**src/rtl/tlic_defs.svh**
```systemverilog
/*
 * Constants of the two-level interrupt controller: vectors, bit positions,
 * reset values and timing counts. Assumes inclusion by bare name.
 */
`ifndef TLIC_DEFS_SVH
`define TLIC_DEFS_SVH

`define TLIC_ADDR_W      21
`define TLIC_VEC_HIGH    21'h000008
`define TLIC_VEC_LOW     21'h000018
`define TLIC_N_EXT       3
`define TLIC_N_PER       8
`define TLIC_PRIO_BIT    7
`define TLIC_GH_BIT      7
`define TLIC_GL_BIT      6
`define TLIC_TMR_FLAG    0
`define TLIC_CTRL_RST    8'h00
`define TLIC_FLAG_RST    8'h00
`define TLIC_EXT_RST     3'h0
`define TLIC_CMP_TRIG    4'hB
`define TLIC_TMR_MAX     16'hFFFF
`define TLIC_TMR_RST     16'h0000
`define TLIC_LAT_PUSH    3
`define TLIC_LAT_LOAD    4

`endif

```
**src/rtl/tlic_pkg.sv**
```systemverilog
/*
 * Types shared by the interrupt controller files.
 * Assumes tlic_defs.svh is on the include path.
 */
`include "tlic_defs.svh"

package tlic_pkg;

    typedef enum logic [0:0] {
        ST_RUN,
        ST_LOAD
    } tlic_state_t;

    // One core redirect: strobe and address
    typedef struct packed {
        logic                    strobe;
        logic [`TLIC_ADDR_W-1:0] addr;
    } tlic_redir_t;

endpackage : tlic_pkg

```
**src/rtl/tlic_edge.sv**
```systemverilog
/*
 * Rising-edge detector for the external event pins.
 * Assumes pins are synchronous to CLK.
 */
`timescale 1ns/1ns
`include "tlic_defs.svh"

module tlic_edge (
    input  wire logic                  clk,
    input  wire logic                  rst,
    input  wire logic [`TLIC_N_EXT-1:0] pins,
    output logic      [`TLIC_N_EXT-1:0] rise
);
    logic [`TLIC_N_EXT-1:0] prev;
    logic [`TLIC_N_EXT-1:0] next_rise;

    genvar i;
    generate
        for (i = 0; i < `TLIC_N_EXT; i++) begin : g_pin
            always_comb begin
                next_rise[i] = pins[i] & ~prev[i];
            end
        end
    endgenerate

    always_ff @(posedge clk or posedge rst) begin
        if (rst) begin
            prev <= `TLIC_EXT_RST;
            rise <= `TLIC_EXT_RST;
        end else begin
            prev <= pins;
            rise <= next_rise;
        end
    end
endmodule : tlic_edge

```
**src/rtl/tlic_timer.sv**
```systemverilog
/*
 * 16-bit up counter with overflow pulse and compare-trigger reset.
 * Assumes write and trigger strobes are one-cycle pulses on CLK.
 */
`timescale 1ns/1ns
`include "tlic_defs.svh"

module tlic_timer (
    input  wire logic        clk,
    input  wire logic        rst,
    input  wire logic        run,
    input  wire logic        wr,
    input  wire logic [15:0] wdata,
    input  wire logic [3:0]  cmp_mode,
    input  wire logic        cmp_match,
    output logic      [15:0] count,
    output logic             ovf
);
    logic [15:0] next_count;
    logic        next_ovf;
    logic        trig;

    always_comb begin
        trig       = cmp_match && (cmp_mode == `TLIC_CMP_TRIG);
        next_count = count;
        next_ovf   = 1'b0;
        if (wr) begin
            next_count = wdata;
        end else if (trig) begin
            next_count = `TLIC_TMR_RST;
        end else if (run) begin
            next_count = count + 16'h0001;
            next_ovf   = (count == `TLIC_TMR_MAX);
        end
    end

    always_ff @(posedge clk or posedge rst) begin
        if (rst) begin
            count <= `TLIC_TMR_RST;
            ovf   <= 1'b0;
        end else begin
            count <= next_count;
            ovf   <= next_ovf;
        end
    end

    trig_reset_a: assert property (@(posedge clk) disable iff (rst)
        trig && !wr |=> count == `TLIC_TMR_RST && !ovf)
        else $error("compare trigger did not reset timer");
    wr_wins_a: assert property (@(posedge clk) disable iff (rst)
        wr |=> count == $past(wdata))
        else $error("timer write lost");
endmodule : tlic_timer

```
**src/rtl/tlic_top.sv**
```systemverilog
/*
 * Two-level prioritized interrupt controller with a timer source.
 * Assumes the core pulses RETURN_FROM_IRQ and presents CORE_RET_ADDR.
 */
// Contract
// High vector 000008h, low vector 000018h
// Enabled high request preempts low handler
// Each source has flag, enable, priority
// Priority levels only when control bit 7 set
// Bit 7 gates high, bit 6 low
// Flag, enable, group enable set vectors immediately
// Compatibility: single vector, global and peripheral gates
// Acceptance clears the governing global enable
// Low requests wait during high handler
// Push return address, then load vector
// Software clears flags before re-enabling
// Return op exits and sets enable again; the code ignores a return op in ST_LOAD or in a cycle that accepts a request
// External event to vector in 3-4 cycles
// Flags set regardless of any enable
// No memory-to-memory moves on control registers
// Timer wraps FFFFh to 0000h, sets flag
// Peripheral enable bit 0 gates timer request
// Compare trigger resets timer, no flag
// Simultaneous high and low: high first
`timescale 1ns/1ns
`include "tlic_defs.svh"

module tlic_top (
    // Clock and reset
    input  wire logic                    CLK,
    input  wire logic                    SYS_RST,
    // Control registers
    input  wire logic [7:0]              RESET_CONTROL_REG,
    input  wire logic                    CTRL_WR,
    input  wire logic [7:0]              CTRL_WDATA,
    output logic      [7:0]              IRQ_CONTROL_REG,
    // Peripheral sources
    input  wire logic [`TLIC_N_PER-1:1]  PERIPH_EVENT,
    input  wire logic [`TLIC_N_PER-1:0]  PERIPH_FLAG_CLR,
    input  wire logic [`TLIC_N_PER-1:0]  PERIPHERAL_ENABLE_REG_A,
    input  wire logic [`TLIC_N_PER-1:0]  PERIPHERAL_PRIORITY_REG_A,
    output logic      [`TLIC_N_PER-1:0]  PERIPHERAL_FLAG_REG_A,
    // External pins
    input  wire logic [`TLIC_N_EXT-1:0]  EXTERNAL_IRQ_PINS,
    input  wire logic [`TLIC_N_EXT-1:0]  EXT_FLAG_CLR,
    input  wire logic [`TLIC_N_EXT-1:0]  EXT_ENABLE,
    input  wire logic [`TLIC_N_EXT-1:0]  EXT_PRIORITY,
    output logic      [`TLIC_N_EXT-1:0]  EXT_FLAGS,
    // Timer
    input  wire logic                    TIMER_RUN,
    input  wire logic                    TIMER_WR,
    input  wire logic [15:0]             TIMER_WDATA,
    input  wire logic [3:0]              COMPARE_MODE_SELECT,
    input  wire logic                    COMPARE_MATCH,
    output logic      [15:0]             TIMER_COUNT,
    // Core sequencer
    input  wire logic                    RETURN_FROM_IRQ_OP,
    input  wire logic [`TLIC_ADDR_W-1:0] CORE_RET_ADDR,
    output logic                         STACK_PUSH,
    output logic      [`TLIC_ADDR_W-1:0] STACK_PUSH_ADDR,
    output logic                         VECTOR_LOAD,
    output logic      [`TLIC_ADDR_W-1:0] VECTOR_ADDR,
    output logic                         HIGH_ACTIVE,
    output logic                         LOW_ACTIVE
);
    logic [`TLIC_N_EXT-1:0] ext_rise;
    logic                   tmr_ovf;

    tlic_edge u_edge (
        .clk  (CLK),
        .rst  (SYS_RST),
        .pins (EXTERNAL_IRQ_PINS),
        .rise (ext_rise)
    );

    tlic_timer u_timer (
        .clk       (CLK),
        .rst       (SYS_RST),
        .run       (TIMER_RUN),
        .wr        (TIMER_WR),
        .wdata     (TIMER_WDATA),
        .cmp_mode  (COMPARE_MODE_SELECT),
        .cmp_match (COMPARE_MATCH),
        .count     (TIMER_COUNT),
        .ovf       (tmr_ovf)
    );

    // Flags
    logic [`TLIC_N_PER-1:0] next_per;
    logic [`TLIC_N_EXT-1:0] next_ext;

    always_comb begin
        next_per = (PERIPHERAL_FLAG_REG_A & ~PERIPH_FLAG_CLR)
                 | {PERIPH_EVENT, tmr_ovf};
        next_ext = (EXT_FLAGS & ~EXT_FLAG_CLR) | ext_rise;
    end

    always_ff @(posedge CLK or posedge SYS_RST) begin
        if (SYS_RST) begin
            PERIPHERAL_FLAG_REG_A <= `TLIC_FLAG_RST;
            EXT_FLAGS             <= `TLIC_EXT_RST;
        end else begin
            PERIPHERAL_FLAG_REG_A <= next_per;
            EXT_FLAGS             <= next_ext;
        end
    end

    // Request qualification
    logic                   prio_en;
    logic                   gh;
    logic                   gl;
    logic [`TLIC_N_PER-1:0] per_en;
    logic [`TLIC_N_EXT-1:0] ext_en;
    logic                   hi_any;
    logic                   lo_any;
    logic                   take_hi;
    logic                   take_lo;
    logic                   take_c;

    always_comb begin
        prio_en = RESET_CONTROL_REG[`TLIC_PRIO_BIT];
        gh     = IRQ_CONTROL_REG[`TLIC_GH_BIT];
        gl     = IRQ_CONTROL_REG[`TLIC_GL_BIT];
        per_en = PERIPHERAL_FLAG_REG_A
               & PERIPHERAL_ENABLE_REG_A;
        ext_en = EXT_FLAGS & EXT_ENABLE;
        hi_any = |(per_en & PERIPHERAL_PRIORITY_REG_A)
               | |(ext_en & EXT_PRIORITY);
        lo_any = |(per_en & ~PERIPHERAL_PRIORITY_REG_A)
               | |(ext_en & ~EXT_PRIORITY);
        take_hi = prio_en && gh && hi_any;
        take_lo = prio_en && gl && lo_any && !HIGH_ACTIVE
               && !take_hi;
        take_c  = !prio_en && gh
               && ((|ext_en) || (gl && (|per_en)));
    end

    // Handler sequencing
    tlic_pkg::tlic_state_t  state;
    tlic_pkg::tlic_state_t  next_state;
    tlic_pkg::tlic_redir_t  next_push;
    tlic_pkg::tlic_redir_t  next_load;
    logic [`TLIC_ADDR_W-1:0] pend_vec;
    logic [`TLIC_ADDR_W-1:0] next_pend_vec;
    logic [7:0]             next_ctrl;
    logic                   next_hi_act;
    logic                   next_lo_act;

    always_comb begin
        next_state    = state;
        next_pend_vec = pend_vec;
        next_push     = '{strobe: 1'b0, addr: STACK_PUSH_ADDR};
        next_load     = '{strobe: 1'b0, addr: VECTOR_ADDR};
        next_ctrl     = IRQ_CONTROL_REG;
        next_hi_act   = HIGH_ACTIVE;
        next_lo_act   = LOW_ACTIVE;
        if (CTRL_WR) begin
            next_ctrl[`TLIC_GH_BIT] = CTRL_WDATA[`TLIC_GH_BIT];
            next_ctrl[`TLIC_GL_BIT] = CTRL_WDATA[`TLIC_GL_BIT];
        end
        case (state)
            tlic_pkg::ST_RUN: begin
                if (take_hi || take_c) begin
                    next_push     = '{strobe: 1'b1,
                                      addr: CORE_RET_ADDR};
                    next_pend_vec = `TLIC_VEC_HIGH;
                    next_ctrl[`TLIC_GH_BIT] = 1'b0;
                    next_hi_act   = 1'b1;
                    next_state    = tlic_pkg::ST_LOAD;
                end else if (take_lo) begin
                    next_push     = '{strobe: 1'b1,
                                      addr: CORE_RET_ADDR};
                    next_pend_vec = `TLIC_VEC_LOW;
                    next_ctrl[`TLIC_GL_BIT] = 1'b0;
                    next_lo_act   = 1'b1;
                    next_state    = tlic_pkg::ST_LOAD;
                end else if (RETURN_FROM_IRQ_OP) begin
                    if (prio_en && !HIGH_ACTIVE && LOW_ACTIVE) begin
                        next_lo_act = 1'b0;
                        next_ctrl[`TLIC_GL_BIT] = 1'b1;
                    end else begin
                        next_hi_act = 1'b0;
                        next_ctrl[`TLIC_GH_BIT] = 1'b1;
                    end
                end
            end
            tlic_pkg::ST_LOAD: begin
                next_load  = '{strobe: 1'b1, addr: pend_vec};
                next_state = tlic_pkg::ST_RUN;
            end
            default: begin
                next_state = tlic_pkg::ST_RUN;
            end
        endcase
    end

    always_ff @(posedge CLK or posedge SYS_RST) begin
        if (SYS_RST) begin
            state           <= tlic_pkg::ST_RUN;
            pend_vec        <= `TLIC_VEC_HIGH;
            STACK_PUSH      <= 1'b0;
            STACK_PUSH_ADDR <= '0;
            VECTOR_LOAD     <= 1'b0;
            VECTOR_ADDR     <= '0;
            IRQ_CONTROL_REG <= `TLIC_CTRL_RST;
            HIGH_ACTIVE     <= 1'b0;
            LOW_ACTIVE      <= 1'b0;
        end else begin
            state           <= next_state;
            pend_vec        <= next_pend_vec;
            STACK_PUSH      <= next_push.strobe;
            STACK_PUSH_ADDR <= next_push.addr;
            VECTOR_LOAD     <= next_load.strobe;
            VECTOR_ADDR     <= next_load.addr;
            IRQ_CONTROL_REG <= next_ctrl;
            HIGH_ACTIVE     <= next_hi_act;
            LOW_ACTIVE      <= next_lo_act;
        end
    end

    // Checks
    vec_values_a: assert property (@(posedge CLK) disable iff (SYS_RST)
        VECTOR_LOAD |-> VECTOR_ADDR == `TLIC_VEC_HIGH
                     || VECTOR_ADDR == `TLIC_VEC_LOW)
        else $error("vector address not a vector");
    push_then_load_a: assert property (@(posedge CLK)
        disable iff (SYS_RST)
        STACK_PUSH |-> !VECTOR_LOAD ##1 VECTOR_LOAD)
        else $error("load did not follow push");
    take_now_a: assert property (@(posedge CLK)
        disable iff (SYS_RST)
        state == tlic_pkg::ST_RUN && (take_hi || take_lo || take_c)
        |=> STACK_PUSH ##1 VECTOR_LOAD && VECTOR_ADDR == $past(pend_vec))
        else $error("eligible request not taken");
    high_first_a: assert property (@(posedge CLK)
        disable iff (SYS_RST)
        state == tlic_pkg::ST_RUN && prio_en && gh && gl && hi_any && lo_any
        |=> ##1 VECTOR_ADDR == `TLIC_VEC_HIGH)
        else $error("low taken before high");
    compat_vec_a: assert property (@(posedge CLK)
        disable iff (SYS_RST)
        state == tlic_pkg::ST_RUN && take_c
        |=> !IRQ_CONTROL_REG[`TLIC_GH_BIT] ##1 VECTOR_ADDR == `TLIC_VEC_HIGH)
        else $error("compatibility vector wrong");
    low_clear_a: assert property (@(posedge CLK)
        disable iff (SYS_RST)
        state == tlic_pkg::ST_RUN && take_lo && !CTRL_WR
        |=> !IRQ_CONTROL_REG[`TLIC_GL_BIT] && LOW_ACTIVE)
        else $error("low enable not cleared");
    low_wait_a: assert property (@(posedge CLK)
        disable iff (SYS_RST)
        HIGH_ACTIVE && prio_en && !hi_any && state == tlic_pkg::ST_RUN
        |=> !STACK_PUSH)
        else $error("low serviced during high handler");
    ret_sets_a: assert property (@(posedge CLK)
        disable iff (SYS_RST)
        state == tlic_pkg::ST_RUN && RETURN_FROM_IRQ_OP && !take_hi
        && !take_lo && !take_c && !CTRL_WR && !(prio_en && LOW_ACTIVE)
        |=> IRQ_CONTROL_REG[`TLIC_GH_BIT] && !HIGH_ACTIVE)
        else $error("return did not re-enable");
    flag_sticky_a: assert property (@(posedge CLK)
        disable iff (SYS_RST)
        tmr_ovf |=> PERIPHERAL_FLAG_REG_A[`TLIC_TMR_FLAG])
        else $error("overflow flag not set");
    ext_latency_a: assert property (@(posedge CLK)
        disable iff (SYS_RST)
        EXTERNAL_IRQ_PINS[0] && !$past(EXTERNAL_IRQ_PINS[0]) && !prio_en
        && gh && EXT_ENABLE[0] && !EXT_FLAGS[0] && !CTRL_WR
        && state == tlic_pkg::ST_RUN && !STACK_PUSH
        |-> ##[1:3] STACK_PUSH ##1 VECTOR_LOAD)
        else $error("external latency too long");
    ret_low_a: assert property (@(posedge CLK)
        disable iff (SYS_RST)
        state == tlic_pkg::ST_RUN && RETURN_FROM_IRQ_OP && prio_en
        && !take_hi && !take_lo && LOW_ACTIVE && !HIGH_ACTIVE && !CTRL_WR
        |=> IRQ_CONTROL_REG[`TLIC_GL_BIT] && !LOW_ACTIVE)
        else $error("return did not re-enable low group");
    group_gate_a: assert property (@(posedge CLK)
        disable iff (SYS_RST)
        prio_en && !gh && !gl |=> !STACK_PUSH)
        else $error("request taken with both groups disabled");
    ext_flag_a: assert property (@(posedge CLK)
        disable iff (SYS_RST)
        ext_rise[0] |=> EXT_FLAGS[0])
        else $error("external flag not set");
    tmr_gate_a: assert property (@(posedge CLK)
        disable iff (SYS_RST)
        !PERIPHERAL_ENABLE_REG_A[`TLIC_TMR_FLAG] && EXT_FLAGS == 3'h0
        && PERIPHERAL_FLAG_REG_A == 8'h01 |=> !STACK_PUSH)
        else $error("disabled timer request taken");
    tmr_wrap_a: assert property (@(posedge CLK)
        disable iff (SYS_RST)
        tmr_ovf |-> TIMER_COUNT == `TLIC_TMR_RST)
        else $error("overflow without wrap");

    preempt_c: cover property (@(posedge CLK) disable iff (SYS_RST)
        LOW_ACTIVE && STACK_PUSH && pend_vec == `TLIC_VEC_HIGH);
    compat_c: cover property (@(posedge CLK) disable iff (SYS_RST)
        !prio_en && VECTOR_LOAD);
    low_c: cover property (@(posedge CLK) disable iff (SYS_RST)
        VECTOR_LOAD && VECTOR_ADDR == `TLIC_VEC_LOW);
    ret_low_c: cover property (@(posedge CLK) disable iff (SYS_RST)
        RETURN_FROM_IRQ_OP && LOW_ACTIVE && !HIGH_ACTIVE);
    ext_vec_c: cover property (@(posedge CLK) disable iff (SYS_RST)
        STACK_PUSH && EXT_FLAGS != 3'h0);
endmodule : tlic_top

```
**config.mk**
```make
export PLATFORM = sky130hd
export DESIGN_NAME = tlic_top
export DESIGN_NICKNAME = d
export VERILOG_FILES = /design/src/rtl/tlic_pkg.sv /design/src/rtl/tlic_edge.sv /design/src/rtl/tlic_timer.sv /design/src/rtl/tlic_top.sv
export VERILOG_INCLUDE_DIRS = /design/src /design/src/rtl
export SDC_FILE = /design/constraint.sdc
export NUM_CORES = 1
export LEC_CHECK = 0
export ABC_AREA = 1
export BUFFER_PORTS_ARGS = -buffer_cell sky130_fd_sc_hd__buf_2
export CAP_MARGIN = 20
export CORE_ASPECT_RATIO = 0.75
export CORE_MARGIN = 4
export CORE_UTILIZATION = 41
export CTS_CLUSTER_DIAMETER = 40
export DETAILED_ROUTE_END_ITERATION = 8
export HOLD_SLACK_MARGIN = 0.03
export PLACE_DENSITY = 0.76
export SYNTH_ARGS = -nofsm -noshare
export SYNTH_HDL_FRONTEND = slang
export SYNTH_SLANG_ARGS = --single-unit
```
**constraint.sdc**
```tcl
create_clock -name CLK -period 1.6 [get_ports CLK]
set_input_delay 0.16 -clock CLK [delete_from_list [all_inputs] [get_ports CLK]]
set_output_delay 0.16 -clock CLK [all_outputs]
set_load 0.05 [all_outputs]
```
==> run metrics <==
horizontal die dimension 114 um; Top FF cell, synth sky130_fd_sc_hd__dfrtp_1; core region area 0.00802 sq mm; HPWL after detailed placement 7110 um; fraction of layout cells with a size suffix above 1 0.345; overall die height 87.4 um; Setup crit end kind register; path type of the worst setup path reg2reg; type of element launching the critical path register; static leakage 2.62 nW; most numerous cell types in the synthesized netlist sky130_fd_sc_hd__nand2_1, sky130_fd_sc_hd__dfrtp_1, sky130_fd_sc_hd__nand3_1; number of different library cells in the post-synthesis netlist 37; average cell area after synthesis 8.03 sq um; Req. time, crit path 1830 ps; Ports 188; Place WS 51.2 ps; crit path DAT 1760 ps; final standard cell area without fillers 0.00473 sq mm; most area-hungry cell type in the Yosys netlist sky130_fd_sc_hd__dfrtp_1; status finished, final reports clean; DRC 0; placed cells 678; routed length per placed instance 13.6 um; maximum VDD drop 1.28 mV; wire length of the first global-routing pass 15300 um; Final Hold Violating Endpoints 0; maximum number of pins on one net before global-route repair 37; drt via density 4.87; number of synthesized flops with an enable pin 0; total clock sinks 64; via count of the first global-routing pass 3368; clk slew on worst S/H paths 70 ps; final RePlAce weighted congestion 0.926; Pre-antenna DRT Iters 4; CTS Root Buffer Type sky130_fd_sc_hd__clkbuf_8; FFs w/ async S/R, synth 1.00; clock tree from TritonCTS built; crit share post-route 0.955; clock network latency to the later pin of the worst-skew pair 340 ps; sequential cell area fraction in the yosys report 0.465; Tightest Hold Check Type in2reg; net count of the finished layout 715; wirelength, routed 9730 um; H-tree levels 3; GRT Util Overall 0.193; post-layout minimum cycle time 1530 ps; final-layout setup total negative slack 0 ps; Worst Clk Skew 7.27 ps; Total Die Area 0.00995 sq mm; dominant cell by count in the synthesized netlist sky130_fd_sc_hd__nand2_1; Post-DP Area 0.00424 sq mm; ratio of total power to cell area 1590 mW/mm^2; number of cells produced by synthesis 429; post-route antenna net violation count 0; timing-limited maximum frequency 655 MHz; count of buffers from port buffering 149; Starting Density 0.429; via count 3489; maximum fanout encountered on the critical timing path 21; CTS Buffer Depth 2; antenna violations before repair 0; Mapped Area 0.00344 sq mm; number of storage elements in the synthesis netlist 64; number of cell rows 28; Iteration-0 DRC Markers 193; warning count from the yosys run 0; max-cap viol count 0; proportion of netlist area held by the largest area contributor 0.465; number of antenna cells inserted 0; final setup violation count 0; total chip power 7.54 mW; Area contributors post-synth sky130_fd_sc_hd__dfrtp_1, sky130_fd_sc_hd__nand2_1, sky130_fd_sc_hd__nand3_1, sky130_fd_sc_hd__buf_4, sky130_fd_sc_hd__inv_1; setup repair after global routing missed its margin true; final-layout worst hold slack 57.0 ps; Inserted Clock Buffers 9; Post-Layout Cell Count 717; max-slew violation count 0; Syn-to-layout area delta 37.5%; final worst-path setup slack 72.2 ps; final core utilization 0.590; Congestion Overflow GR 0
==> layout by cell type (no fill, tap or decap), types with 3 or more instances in the layout <==
master and n:
sky130_fd_sc_hd__nand3b_1 3, sky130_fd_sc_hd__inv_1 43, sky130_fd_sc_hd__a21oi_1 22, sky130_fd_sc_hd__dfrtp_1 58, sky130_fd_sc_hd__nand4_1 3, sky130_fd_sc_hd__nand2_2 9, sky130_fd_sc_hd__nand3_1 54, sky130_fd_sc_hd__dfrtp_2 6
sky130_fd_sc_hd__conb_1 25, sky130_fd_sc_hd__buf_4 6, sky130_fd_sc_hd__o21bai_1 11, sky130_fd_sc_hd__a22oi_1 8, sky130_fd_sc_hd__o21ai_0 10, sky130_fd_sc_hd__nand2_1 102, sky130_fd_sc_hd__dlygate4sd3_1 21, sky130_fd_sc_hd__buf_12 3
sky130_fd_sc_hd__o21ai_1 5, sky130_fd_sc_hd__inv_2 6, sky130_fd_sc_hd__clkbuf_8 9, sky130_fd_sc_hd__clkinvlp_4 4, sky130_fd_sc_hd__nor2_1 27, sky130_fd_sc_hd__buf_2 149
==> path summary, 6_finish.rpt <==
path | startpoint | to | slack, ps | cells after the start
worst min register to register | u_edge.prev[2] | u_edge.rise[2] | 400 | 1
min in group asynchronous | SYS_RST | u_timer.count[6] | 330 | 3
worst min-delay path | CORE_RET_ADDR[20] | STACK_PUSH_ADDR[20] | 60 | 3
max in group asynchronous | SYS_RST | u_timer.count[0] | 750 | 4
worst max-delay path | PERIPHERAL_FLAG_REG_A[2] | STACK_PUSH_ADDR[18] | 70 | 9
worst max register to register | PERIPHERAL_FLAG_REG_A[2] | STACK_PUSH_ADDR[18] | 70 | 9
==> layout make-up <==
cell class / count / area (sq um)
Clock inverter: 7 / 96.3
Tap cell: 105 / 131
Timing Repair Buffer: 179 / 1060
Fill cell: 718 / 3290
Inverter: 50 / 191
Multi-Input combinational cell: 303 / 1520
Sequential cell: 64 / 1610
Clock buffer: 9 / 124
==> kinds of logic after synthesis <==
kind of cell	share of synthesized area
mux	0.00291
fa+ha+maj	0.00363
compound gates	0.112
flops	0.465
buf+inv	0.132
simple gates	0.281
xor+xnor	0.00254
other cells	0.00109
==> report_power, final <==
| group | switching [mW] | internal, mW | leakage, nW | total [mW] |
|---|---|---|---|---|
| logic | 2.72 | 0.900 | 1.75 | 3.62 |
| clock network | 0.659 | 0.876 | 0.101 | 1.54 |
| registers | 0.327 | 2.06 | 0.765 | 2.38 |
==> state kept, by name (all words and copies together) (netlist names) <==
register and flops:
IRQ_CONTROL_REG 2, u_edge.rise 3, u_edge.prev 3, u_timer.count 16, pend_vec 1, PERIPHERAL_FLAG_REG_A 8
HIGH_ACTIVE 1, EXT_FLAGS 3, VECTOR_ADDR 2, u_timer.ovf 1, LOW_ACTIVE 1, VECTOR_LOAD 1
STACK_PUSH 1, STACK_PUSH_ADDR 21
==> critical path: stages (launching register included) <==
cell and delay, ps:
sky130_fd_sc_hd__dfrtp_1 430, sky130_fd_sc_hd__nand3_1 90, sky130_fd_sc_hd__o21ai_1 80, sky130_fd_sc_hd__nor2_1 130, sky130_fd_sc_hd__nand3_1 130, sky130_fd_sc_hd__nand2_2 120, sky130_fd_sc_hd__nand3_4 120, sky130_fd_sc_hd__buf_12 180
sky130_fd_sc_hd__nand3_1 80, sky130_fd_sc_hd__nand2_1 60
==> layer usage <==
metal	vias to the layer above	track usage	share of wire
li1	1697	-	-
met1	1610	0.242	0.41
met2	172	0.319	0.47
met3	10	0.0597	0.11
met4	0	0.0636	0.010
met5	-	0	0
==> repair_timing <==
item | in CTS | in global routing
buffers inserted | 0 | 2
hold buffers | 21 | 0
gates resized for setup | 0 | 13
endpoints found under the setup margin | 0 | 28
endpoints found under the hold margin | 28 | 0
Power figures use the tool's default switching activity.
